$ cat config.mk
export PLATFORM = sky130hd
export DESIGN_NAME = rx_path
export DESIGN_NICKNAME = d
export VERILOG_FILES = /design/src/rtl/rx_path_pkg.sv /design/src/rtl/channel_fir.sv /design/src/rtl/rx_path.sv
export SDC_FILE = /design/constraint.sdc
export NUM_CORES = 2
export LEC_CHECK = 0
export BUFFER_PORTS_ARGS = -buffer_cell sky130_fd_sc_hd__buf_2
export CORE_UTILIZATION = 52
export DETAILED_ROUTE_END_ITERATION = 10
export HOLD_SLACK_MARGIN = 0.15
export PLACE_DENSITY = 0.79
export SLEW_MARGIN = 40
export SYNTH_ARGS = -nofsm -noshare
export SYNTH_HDL_FRONTEND = slang
export SYNTH_SLANG_ARGS = --single-unit
$ cat constraint.sdc
create_clock -name ref_clk -period 14.3 [get_ports ref_clk]
set_input_delay 2.86 -clock ref_clk [delete_from_list [all_inputs] [get_ports ref_clk]]
set_output_delay 2.86 -clock ref_clk [all_outputs]
set_load 0.01 [all_outputs]
$ cat src/rtl/rx_path_pkg.sv
// Purpose: Shared constants for the receive gain, power, filter and demodulator path.
// Assumes: Power levels are carried in half-dB units; reference clock is 200 MHz.
// Notes:   Register offsets are byte addresses on the APB slave.
package rx_path_pkg;
   // Register map.
   localparam logic [7:0] A_THR14  = 8'h00;
   localparam logic [7:0] A_THR5   = 8'h04;
   localparam logic [7:0] A_POWER  = 8'h08;
   localparam logic [7:0] A_BW     = 8'h0c;
   localparam logic [7:0] A_ONOFF  = 8'h10;
   localparam logic [7:0] A_DEMOD  = 8'h14;
   localparam logic [7:0] A_STATUS = 8'h18;
   // Values after reset.
   localparam logic [31:0] RST_THR14     = 32'h2e241a10;
   localparam logic [7:0]  RST_THR5      = 8'h38;
   localparam logic [4:0]  RST_REF_OFF   = 5'h00;
   localparam logic [4:0]  RST_PWR_OFF   = 5'h00;
   localparam logic [2:0]  RST_DEPTH     = 3'h2;
   localparam logic [1:0]  RST_MANT      = 2'h1;
   localparam logic [2:0]  RST_EXP       = 3'h5;
   localparam logic [2:0]  RST_STEP      = 3'h0;
   localparam logic [2:0]  RST_PERIOD    = 3'h0;
   localparam logic [7:0]  RST_FLOOR     = 8'h0c;
   localparam logic [15:0] RST_BIT_PER   = 16'h0100;
   // Level arithmetic, all in half-dB.
   localparam logic signed [10:0] NOISE_HDB = -11'sh15c;
   localparam logic signed [10:0] SNR_HDB   = 11'sh010;
   localparam logic signed [10:0] LOG_M16   = 11'sh078;
   localparam logic signed [10:0] LOG_M20   = 11'sh076;
   localparam logic signed [10:0] LOG_M24   = 11'sh074;
   localparam logic [3:0]         EXP_HDB   = 4'h6;
   localparam logic [7:0]         PEAK_DROP = 8'h0c;
   localparam logic [7:0]         CAL_REF   = 8'h50;
   // Gain step codes, highest gain first.
   localparam logic [2:0] GAIN_CODE [6] = '{3'h1, 3'h2, 3'h3, 3'h4, 3'h6, 3'h7};
   typedef enum logic [1:0] {
      ONOFF_PEAK  = 2'b00,
      ONOFF_FIXED = 2'b01,
      ONOFF_AVG   = 2'b10
   } onoff_mode_t;
   // Symmetric low-pass channel filter coefficients.
   localparam logic signed [7:0] FIR_COEF [16] = '{
      -8'sh02, -8'sh03, 8'sh00, 8'sh08, 8'sh12, 8'sh1e, 8'sh28, 8'sh2d,
      8'sh2d, 8'sh28, 8'sh1e, 8'sh12, 8'sh08, 8'sh00, -8'sh03, -8'sh02};
endpackage

$ cat src/rtl/channel_fir.sv
// Purpose: Sixteen-tap FIR channel filter with registered output.
// Assumes: One input sample per in_valid; coefficients from the package.
// Notes:   Output is scaled back to the input width by dropping the gain bits.
`timescale 1ns/10ps
module channel_fir #(
   parameter int TAPS = 16,
   parameter int W    = 16
) (
   input  wire logic                ref_clk,
   input  wire logic                nrst,
   input  wire logic                in_valid,
   input  wire logic signed [W-1:0] in_sample,
   output logic                     out_valid,
   output logic signed [W-1:0]      out_sample
);
   localparam int SW = W + 12;
   logic signed [W-1:0]  line_q [TAPS];
   logic signed [SW-1:0] acc;

   if (TAPS != 16) begin : g_chk
      $error("channel_fir supports exactly 16 taps");
   end

   always_comb begin
      acc = '0;
      for (int i = 0; i < TAPS; i++) begin
         // Widen both factors first, so the product keeps all of its bits.
         acc = acc + SW'(line_q[i]) * SW'(rx_path_pkg::FIR_COEF[i]);
      end
   end

   always_ff @(posedge ref_clk or negedge nrst) begin
      if (!nrst) begin
         for (int i = 0; i < TAPS; i++) begin
            line_q[i] <= '0;
         end
      end else if (in_valid) begin
         line_q[0] <= in_sample;
         for (int i = 1; i < TAPS; i++) begin
            line_q[i] <= line_q[i-1];
         end
      end
   end

   always_ff @(posedge ref_clk or negedge nrst) begin
      if (!nrst) begin
         out_valid  <= 1'b0;
         out_sample <= '0;
      end else begin
         out_valid  <= in_valid;
         out_sample <= acc[SW-1:SW-W];
      end
   end
endmodule // channel_fir

$ cat src/rtl/rx_path.sv
// Purpose: Receive gain selection, power reading, channel filter and demodulators.
// Assumes: level_sample is minus twice the antenna level in dBm, one per level_valid.
// Notes:   Configuration and status sit behind an APB slave with one wait state.
// Function
// (RULE_01) Pick gain step one to six against five thresholds, codes 001..111.
// (RULE_02) Thresholds sit above -174 dBm plus 10log(2BW) plus 8 dB plus offset.
// (RULE_03) Power reading is minus twice the level plus offset, half-dB steps.
// (RULE_04) Reading offset is signed, 1 dB steps, -16 to +15 dB; the code adds it in half-dB steps, -8 to +7.5 dB.
// (RULE_05) Software negates the reading and halves it for dBm.
// (RULE_06) Average over two to the depth plus one samples.
// (RULE_07) Averaged reading settles after the window of samples.
// (RULE_08) Channel filtering by a 16-tap FIR.
// (RULE_09) Software keeps bit rate under twice the channel bandwidth.
// (RULE_10) Bandwidth from mantissa 16/20/24 and exponent 1..7; others reserved.
// (RULE_11) Bandwidth values assume a 32 MHz crystal.
// (RULE_12) Transmitter keeps modulation index within 0.5 to 10.
// (RULE_13) FSK data can pass the bit synchronizer in continuous mode.
// (RULE_14) OOK bit is power compared against one of three threshold modes.
// (RULE_15) Software should select the peak threshold mode.
// (RULE_16) Power measurement calibrates when the calibration sequence starts.
// (RULE_17) Peak threshold is peak minus 6 dB; peak decays during zeros.
// (RULE_18) Peak decay stops at the floor threshold.
// (RULE_19) Fixed mode uses the floor; average mode uses averaged power.
// (RULE_20) Reading updates once per window and holds between windows.
`timescale 1ns/10ps
module rx_path #(
   parameter int TAPS = 16,
   parameter int W    = 16
) (
   input  wire logic                ref_clk,
   input  wire logic                nrst,
   input  wire logic                psel,
   input  wire logic                penable,
   input  wire logic                pwrite,
   input  wire logic [7:0]          paddr,
   input  wire logic [31:0]         pwdata,
   output logic [31:0]              prdata,
   output logic                     pready,
   output logic                     pslverr,
   input  wire logic                level_valid,
   input  wire logic [7:0]          level_sample,
   input  wire logic [7:0]          cal_level,
   input  wire logic                disc_valid,
   input  wire logic signed [W-1:0] disc_sample,
   output logic [2:0]               front_amp_gain_code,
   output logic [7:0]               signal_power_reading,
   output logic                     data_out,
   output logic                     data_clk
);
   logic [31:0]       thr14_q;
   logic [7:0]        thr5_q;
   logic [4:0]        ref_off_q, pwr_off_q;
   logic [2:0]        depth_q, exp_q, step_q, period_q;
   logic [1:0]        mant_q;
   logic [1:0]        sel_q;
   logic [7:0]        floor_q;
   logic              ook_q, sync_en_q, cal_start;
   logic [15:0]       bit_per_q;
   logic              wr, rd;

   if (TAPS != 16 || W < 8) begin : g_chk
      $error("rx_path needs 16 taps and a sample width of at least 8");
   end

   // One wait state: pready rises in the second access cycle.
   assign wr = psel & penable & pready & pwrite;
   assign rd = psel & penable & ~pready;
   assign cal_start = wr && paddr == rx_path_pkg::A_POWER && pwdata[16];

   always_ff @(posedge ref_clk or negedge nrst) begin
      if (!nrst) begin
         pready  <= 1'b0;
         pslverr <= 1'b0;
         prdata  <= 32'h0;
      end else begin
         pready  <= rd;
         pslverr <= 1'b0;
         // Only reads touch the read data, so a write never disturbs it or raises an error.
         if (rd && !pwrite) begin
            if (paddr == rx_path_pkg::A_THR14) begin
               prdata <= thr14_q;
            end else if (paddr == rx_path_pkg::A_THR5) begin
               prdata <= {16'h0, thr5_q, 3'h0, ref_off_q};
            end else if (paddr == rx_path_pkg::A_POWER) begin
               prdata <= {21'h0, depth_q, 3'h0, pwr_off_q};
            end else if (paddr == rx_path_pkg::A_BW) begin
               prdata <= {27'h0, mant_q, exp_q};
            end else if (paddr == rx_path_pkg::A_ONOFF) begin
               prdata <= {16'h0, floor_q, period_q, step_q, sel_q};
            end else if (paddr == rx_path_pkg::A_DEMOD) begin
               prdata <= {bit_per_q, 14'h0, sync_en_q, ook_q};
            end else if (paddr == rx_path_pkg::A_STATUS) begin
               prdata <= {21'h0, front_amp_gain_code, signal_power_reading};
            end else begin
               prdata  <= 32'h0;
               pslverr <= 1'b1;
            end
         end
      end
   end

   always_ff @(posedge ref_clk or negedge nrst) begin
      if (!nrst) begin
         thr14_q   <= rx_path_pkg::RST_THR14;
         thr5_q    <= rx_path_pkg::RST_THR5;
         ref_off_q <= rx_path_pkg::RST_REF_OFF;
         pwr_off_q <= rx_path_pkg::RST_PWR_OFF;
         depth_q   <= rx_path_pkg::RST_DEPTH;
         mant_q    <= rx_path_pkg::RST_MANT;
         exp_q     <= rx_path_pkg::RST_EXP;
         sel_q     <= rx_path_pkg::ONOFF_PEAK;
         step_q    <= rx_path_pkg::RST_STEP;
         period_q  <= rx_path_pkg::RST_PERIOD;
         floor_q   <= rx_path_pkg::RST_FLOOR;
         ook_q     <= 1'b0;
         sync_en_q <= 1'b1;
         bit_per_q <= rx_path_pkg::RST_BIT_PER;
      end else if (wr) begin
         if (paddr == rx_path_pkg::A_THR14) begin
            thr14_q <= pwdata;
         end else if (paddr == rx_path_pkg::A_THR5) begin
            thr5_q    <= pwdata[15:8];
            ref_off_q <= pwdata[4:0];
         end else if (paddr == rx_path_pkg::A_POWER) begin
            pwr_off_q <= pwdata[4:0]; // RULE_04
            depth_q   <= pwdata[10:8];
         end else if (paddr == rx_path_pkg::A_BW) begin
            // Reserved combinations are dropped so the gain reference never uses an undefined bandwidth.
            if (pwdata[4:3] != 2'h3 && pwdata[2:0] != 3'h0) begin // RULE_10
               mant_q <= pwdata[4:3];
               exp_q  <= pwdata[2:0];
            end
         end else if (paddr == rx_path_pkg::A_ONOFF) begin
            if (pwdata[1:0] != 2'h3) begin
               sel_q <= pwdata[1:0];
            end
            step_q   <= pwdata[4:2];
            period_q <= pwdata[7:5];
            floor_q  <= pwdata[15:8];
         end else if (paddr == rx_path_pkg::A_DEMOD) begin
            ook_q     <= pwdata[0];
            sync_en_q <= pwdata[1];
            bit_per_q <= (pwdata[31:17] == 15'h0) ? 16'h0002 : pwdata[31:16];
         end
      end
   end

   // Gain control: reference level from bandwidth, then count thresholds passed.
   logic signed [10:0] log_bw, ref_hdb, pin_hdb;
   logic [2:0]         above;
   always_comb begin
      if (mant_q == 2'h0) begin
         log_bw = rx_path_pkg::LOG_M16;
      end else if (mant_q == 2'h1) begin
         log_bw = rx_path_pkg::LOG_M20;
      end else begin
         log_bw = rx_path_pkg::LOG_M24;
      end
      ref_hdb = rx_path_pkg::NOISE_HDB + log_bw + rx_path_pkg::SNR_HDB // RULE_02
              - 11'(exp_q) * 11'(rx_path_pkg::EXP_HDB)
              + {{5{ref_off_q[4]}}, ref_off_q, 1'b0};
      pin_hdb = -$signed({3'h0, level_sample});
      above = 3'h0;
      for (int i = 0; i < 5; i++) begin
         if (pin_hdb > ref_hdb + $signed({2'h0, (i < 4) ? thr14_q[8*i +: 8] : thr5_q, 1'b0})) begin
            above = above + 3'h1;
         end
      end
   end

   always_ff @(posedge ref_clk or negedge nrst) begin
      if (!nrst) begin
         front_amp_gain_code <= rx_path_pkg::GAIN_CODE[0];
      end else if (level_valid) begin
         front_amp_gain_code <= rx_path_pkg::GAIN_CODE[above]; // RULE_01
      end
   end

   // Calibration captures the error against the internal reference source.
   logic signed [8:0] cal_q;
   always_ff @(posedge ref_clk or negedge nrst) begin
      if (!nrst) begin
         cal_q <= 9'sh000;
      end else if (cal_start) begin
         cal_q <= $signed({1'b0, rx_path_pkg::CAL_REF}) - $signed({1'b0, cal_level}); // RULE_16
      end
   end

   // Power averaging window.
   logic [8:0]         win_cnt_q;
   logic [15:0]        sum_q;
   logic [15:0]        sum_all;
   logic [7:0]         avg;
   logic signed [10:0] comp;
   logic               win_end;
   assign win_end = level_valid && win_cnt_q == 9'((9'h2 << depth_q) - 9'h1); // RULE_06
   always_comb begin
      sum_all = sum_q + {8'h0, level_sample};
      avg     = 8'(sum_all >> (4'(depth_q) + 4'h1));
      comp    = $signed({3'h0, avg}) + {{6{pwr_off_q[4]}}, pwr_off_q} // RULE_03
              + {{2{cal_q[8]}}, cal_q};
   end

   always_ff @(posedge ref_clk or negedge nrst) begin
      if (!nrst) begin
         win_cnt_q            <= 9'h0;
         sum_q                <= 16'h0;
         signal_power_reading <= 8'hff;
      end else if (level_valid) begin
         if (win_end) begin // RULE_07
            win_cnt_q <= 9'h0;
            sum_q     <= 16'h0;
            // Clamp so a large offset never wraps a strong signal into a weak one.
            if (comp < 0) begin // RULE_20
               signal_power_reading <= 8'h00;
            end else if (comp > 11'sh0ff) begin
               signal_power_reading <= 8'hff;
            end else begin
               signal_power_reading <= comp[7:0];
            end
         end else begin
            win_cnt_q <= win_cnt_q + 9'h1;
            sum_q     <= sum_all;
         end
      end
   end

   // OOK: strength rises with signal, so compare in the inverted domain.
   logic [7:0] strength, peak_q, ave_q, thr;
   logic [7:0] dec_cnt_q;
   logic       ook_bit_q;
   logic signed [8:0] ave_diff;
   assign strength = 8'hff - level_sample;
   // Signed difference, so the average can move down as well as up.
   assign ave_diff = $signed({1'b0, strength}) - $signed({1'b0, ave_q});
   always_comb begin
      if (sel_q == rx_path_pkg::ONOFF_FIXED) begin
         thr = floor_q; // RULE_19
      end else if (sel_q == rx_path_pkg::ONOFF_AVG) begin
         thr = ave_q; // RULE_19
      end else begin
         thr = ({1'b0, peak_q} > {1'b0, floor_q} + {1'b0, rx_path_pkg::PEAK_DROP})
             ? peak_q - rx_path_pkg::PEAK_DROP : floor_q; // RULE_17
      end
   end

   always_ff @(posedge ref_clk or negedge nrst) begin
      if (!nrst) begin
         peak_q    <= 8'h00;
         ave_q     <= 8'h00;
         dec_cnt_q <= 8'h0;
         ook_bit_q <= 1'b0;
      end else if (level_valid) begin
         ook_bit_q <= strength > thr; // RULE_14
         ave_q     <= ave_q + 8'(ave_diff >>> 3);
         if (strength > peak_q) begin
            peak_q    <= strength;
            dec_cnt_q <= 8'h0;
         end else if (strength <= thr) begin
            if (dec_cnt_q >= {5'h0, period_q}) begin // RULE_17
               dec_cnt_q <= 8'h0;
               // Nine-bit compare: a peak below the floor must not wrap into a huge value.
               if ({1'b0, peak_q} > {1'b0, floor_q} + {6'h0, step_q} + 9'h1 + {1'b0, rx_path_pkg::PEAK_DROP}) begin
                  peak_q <= peak_q - ({5'h0, step_q} + 8'h1);
               end else begin
                  peak_q <= floor_q + rx_path_pkg::PEAK_DROP; // RULE_18
               end
            end else begin
               dec_cnt_q <= dec_cnt_q + 8'h1;
            end
         end
      end
   end

   // FSK path: channel filter, then slice by sign.
   logic                fir_valid;
   logic signed [W-1:0] fir_out;
   logic                fsk_bit_q;
   channel_fir #(.TAPS(TAPS), .W(W)) u_fir ( // RULE_08
      .ref_clk    (ref_clk),
      .nrst       (nrst),
      .in_valid   (disc_valid),
      .in_sample  (disc_sample),
      .out_valid  (fir_valid),
      .out_sample (fir_out)
   );
   always_ff @(posedge ref_clk or negedge nrst) begin
      if (!nrst) begin
         fsk_bit_q <= 1'b0;
      end else if (fir_valid) begin
         fsk_bit_q <= ~fir_out[W-1];
      end
   end

   // Bit synchronizer: realign on each edge, sample at mid-bit.
   logic        raw, raw_q;
   logic [15:0] bs_cnt_q;
   assign raw = ook_q ? ook_bit_q : fsk_bit_q;
   always_ff @(posedge ref_clk or negedge nrst) begin
      if (!nrst) begin
         raw_q    <= 1'b0;
         bs_cnt_q <= 16'h0;
         data_out <= 1'b0;
         data_clk <= 1'b0;
      end else begin
         raw_q <= raw;
         if (!sync_en_q) begin
            data_out <= raw;
            data_clk <= 1'b0;
         end else if (raw != raw_q) begin // RULE_13
            bs_cnt_q <= bit_per_q >> 1;
         end else if (bs_cnt_q == 16'h0) begin
            bs_cnt_q <= bit_per_q - 16'h1;
            data_out <= raw;
            data_clk <= 1'b1;
         end else begin
            bs_cnt_q <= bs_cnt_q - 16'h1;
            if (bs_cnt_q == bit_per_q >> 1) begin
               data_clk <= 1'b0;
            end
         end
      end
   end
endmodule // rx_path

==> flow_metrics.env <==
export IMPL_post_place_cell_area_um2=49900
export IMPL_drt_initial_drc_count=2501
export IMPL_synth_area_per_cell_um2=9.73
export IMPL_ctsHoldBuffers=0
export IMPL_timing_critical_path_depth=34
export IMPL_start_point_of_the_critical_path="u_fir.line_q[120]$_DFFE_PN0P_"
export IMPL_core_rowCount=111
export IMPL_netlist_area_um2=48000
export IMPL_initial_utilization_pct=52.5
export IMPL_worst_path_max_delay_cell="sky130_fd_sc_hd__fa_1"
export IMPL_crit_path_end="u_fir.out_sample[15]$_DFF_PN0_"
export IMPL_reg2reg_from="u_fir.line_q[120]$_DFFE_PN0P_"
export IMPL_dp_hpwl_um=95700
export IMPL_yosysWarningCount=0
export IMPL_final_setup_tns_ns=0
export IMPL_slew_headroom_pct=38.1
export IMPL_critical_path_buf_inv_count=7
export IMPL_num_vias=35900
export IMPL_synthesis_instances=4935
export IMPL_drv_max_cap_violation_count=0
export IMPL_ant_nets=0
export IMPL_clock_tree_buffer_depth=3
export IMPL_final_setup_skew_ns=0.0320
export IMPL_critPathMaxFanout=5
export IMPL_fin_crit_sh_pct=68.1
export IMPL_worst_endpoint_required_ns=14.80
export IMPL_grt_usage_pct=26.4
export IMPL_cts_resized_gates=0
export IMPL_route_detailed_drc=0
export IMPL_grt_antenna_before_repair=5
export IMPL_synth_nets=6046
export IMPL_grt_pass1_wl_um=198000
export IMPL_cts_max_level=2
export IMPL_portBuffers=125
export IMPL_setup_violations=0
export IMPL_finalInstanceArea_um2=51900
export IMPL_cts_made_buffers=54
export IMPL_rsz0062_at_grt="false"
export IMPL_layout_area_overhead_vs_synth_pct=8.14
export IMPL_first_global_vias=37172
export IMPL_post_cts_setup_buffer_count=0
export IMPL_yosys_register_bits=474
export IMPL_timing_final_max_slew_violations=0
export IMPL_totalWireLength_um=121000
export IMPL_setup_worst_path_class="reg -> reg"
export IMPL_synth_yosys_seq_area_share_pct=24.8
export IMPL_max_freq_mhz=103
export IMPL_synth_top_cells_by_count="sky130_fd_sc_hd__inv_1 (798), sky130_fd_sc_hd__ha_1 (606), sky130_fd_sc_hd__dfrtp_1 (444)"
export IMPL_nets=6131
export IMPL_synth_cell_type_count=105
export IMPL_post_synth_top_area_cell="sky130_fd_sc_hd__dfrtp_1"
export IMPL_synth_top_cells_by_area="sky130_fd_sc_hd__dfrtp_1 (23%), sky130_fd_sc_hd__fa_1 (18%), sky130_fd_sc_hd__ha_1 (16%)"
export IMPL_outcome="finished, final reports clean"
export IMPL_cts_sinks=474
export IMPL_synth_edf_count=0
export IMPL_critPathMaxStageDelay_ns=0.67
export IMPL_num_io_pins=126
export IMPL_die_area_um2=93600
export IMPL_core_um2=91500
export IMPL_routed_via_density=5.74
export IMPL_worstSkewPairLatency_ns=0.65
export IMPL_worst_r2r_setup_slack_ns=4.56
export IMPL_die_width_um=306
export IMPL_worst_setup_path_start_kind="register"
export IMPL_worstReg2RegEnd="u_fir.out_sample[15]$_DFF_PN0_"
export IMPL_clk_transition_reported_paths_ns=0.06
export IMPL_post_synth_top_count_cell="sky130_fd_sc_hd__inv_1"
export IMPL_cts_tree="done"
export IMPL_crit_path_end_kind="register"
export IMPL_critical_path_most_common_cell="sky130_fd_sc_hd__fa_1"
export IMPL_r2r_worst_path_cells=34
export IMPL_dr_pass1_iters=6
export IMPL_fraction_of_layout_cells_with_a_size_suffix_above_1_pct=11.8
export IMPL_cp_arrival_ns=10.24
export IMPL_synth_async_sr_flop_share_pct=100
export IMPL_cts_root_buf="sky130_fd_sc_hd__clkbuf_16"
export IMPL_worstMarginPinSlew_ns=0.926
export IMPL_netlist_area_leader_share_pct=23.1
export IMPL_worst_path_dominant_cell_family="adder cells"
export IMPL_class_of_the_most_critical_hold_timing_path="reg -> reg"
export IMPL_finalWeightedCongestion=0.966
export IMPL_grt_ovfl_total=0
export IMPL_report_final_hold_viol_count=0
export IMPL_chipHeight_um=306
export IMPL_fin_crit_ns=9.74
export IMPL_wl_per_cell_um=19.4
export IMPL_hp_start="u_fir.out_valid$_DFF_PN0_"
export IMPL_grt_start_max_net_pins=142
export IMPL_synth_main_ff_cell="sky130_fd_sc_hd__dfrtp_1"
-- registers in the layout (all words and copies together), names as in the netlist, 9 cells and up --
name	cells
u_fir.line_q	256
prdata	32
thr14_q	32
bit_per_q	16
bs_cnt_q	16
sum_q	16
cal_q	9
win_cnt_q	9
-- area by class of cell --
class / count / area [um2]
Inverter: 802 / 3010
Tap cell: 1186 / 1480
Clock inverter: 32 / 458
Clock buffer: 68 / 1460
Fill cell: 7659 / 39600
Multi-Input combinational cell: 3536 / 32700
Sequential cell: 474 / 11900
Antenna cell: 2 / 5.00
Timing Repair Buffer: 152 / 928
-- layout by cell type, fill, tap and decap left out, drive strengths merged, types with 10 or more instances in the layout --
cell type / count
inv: 806
ha: 606
dfrtp: 444
fa: 426
nand2: 338
o21ai: 282
a21oi: 257
nor2: 243
mux2: 240
xnor2: 223
buf: 152
xor2: 106
nand3: 71
nor3: 71
clkbuf: 68
a21o: 49
o21a: 45
nor2b: 44
o21bai: 41
nand2b: 37
a31oi: 37
or3: 31
dfstp: 30
a22oi: 29
nand4: 26
and3: 26
mux2i: 25
o211ai: 24
a21boi: 24
nor4: 24
a211oi: 16
or2: 15
o22ai: 13
and2: 12
clkinv: 11
o221ai: 10
bufinv: 10
-- metrics by stage --
stage                     hold slack [ns]  setup slack (ns)  utilization, %  cells
after global placement              0.428              4.69            54.5   6147
after global routing                0.479              3.96            56.7   6251
after detailed placement            0.433              4.55            54.5   6148
after floorplan                     0.393              5.33               -   4935
after CTS                           0.442              4.55            56.6   6248
final                               0.443              4.56            56.7   6252
-- layer usage --
metal	part of all wire, %	global-route usage (%)
met2	49	44.8
met3	5.3	3.32
met4	5.6	13.3
met5	0.028	0
met1	41	33.3
-- worst reg2reg max path: cells and delay by family, from the launching register on --
family | cells | cell delay [ns]
xor gates and xnor gates | 3 | 0.70
AOI/OAI and AO/OA | 5 | 1.14
DFF | 1 | 0.44
adders and majority gates | 12 | 5.60
and+or+nand+nor | 7 | 1.26
buffers and inverters | 7 | 0.46
-- worst min-delay path by stage --
stage / endpoint / slack [ns] / cells after the start
finish: fsk_bit_q$_DFFE_PN0P_ / 0.44 / 1
global route: fsk_bit_q$_DFFE_PN0P_ / 0.48 / 1
CTS: fsk_bit_q$_DFFE_PN0P_ / 0.44 / 1
detailed placement: fsk_bit_q$_DFFE_PN0P_ / 0.43 / 1
global placement: fsk_bit_q$_DFFE_PN0P_ / 0.43 / 1
floorplan: fsk_bit_q$_DFFE_PN0P_ / 0.39 / 1
-- kinds of logic (layout without fill, tap and decap cells) --
logic type	Yosys count	in the layout	share of synthesized area [%]
buf+inv	925	1054	7.36
fa+ha+maj	1034	1034	33.6
mux	268	268	6.29
xor+xnor	331	331	6.14
compound gates	932	932	12.2
flops	474	474	24.8
other cells	0	2	0
simple gates	971	971	9.63
Power is left out: the tool's default activity adds up to more than one toggle a clock period on the data nets, which glitch-free logic cannot reach.
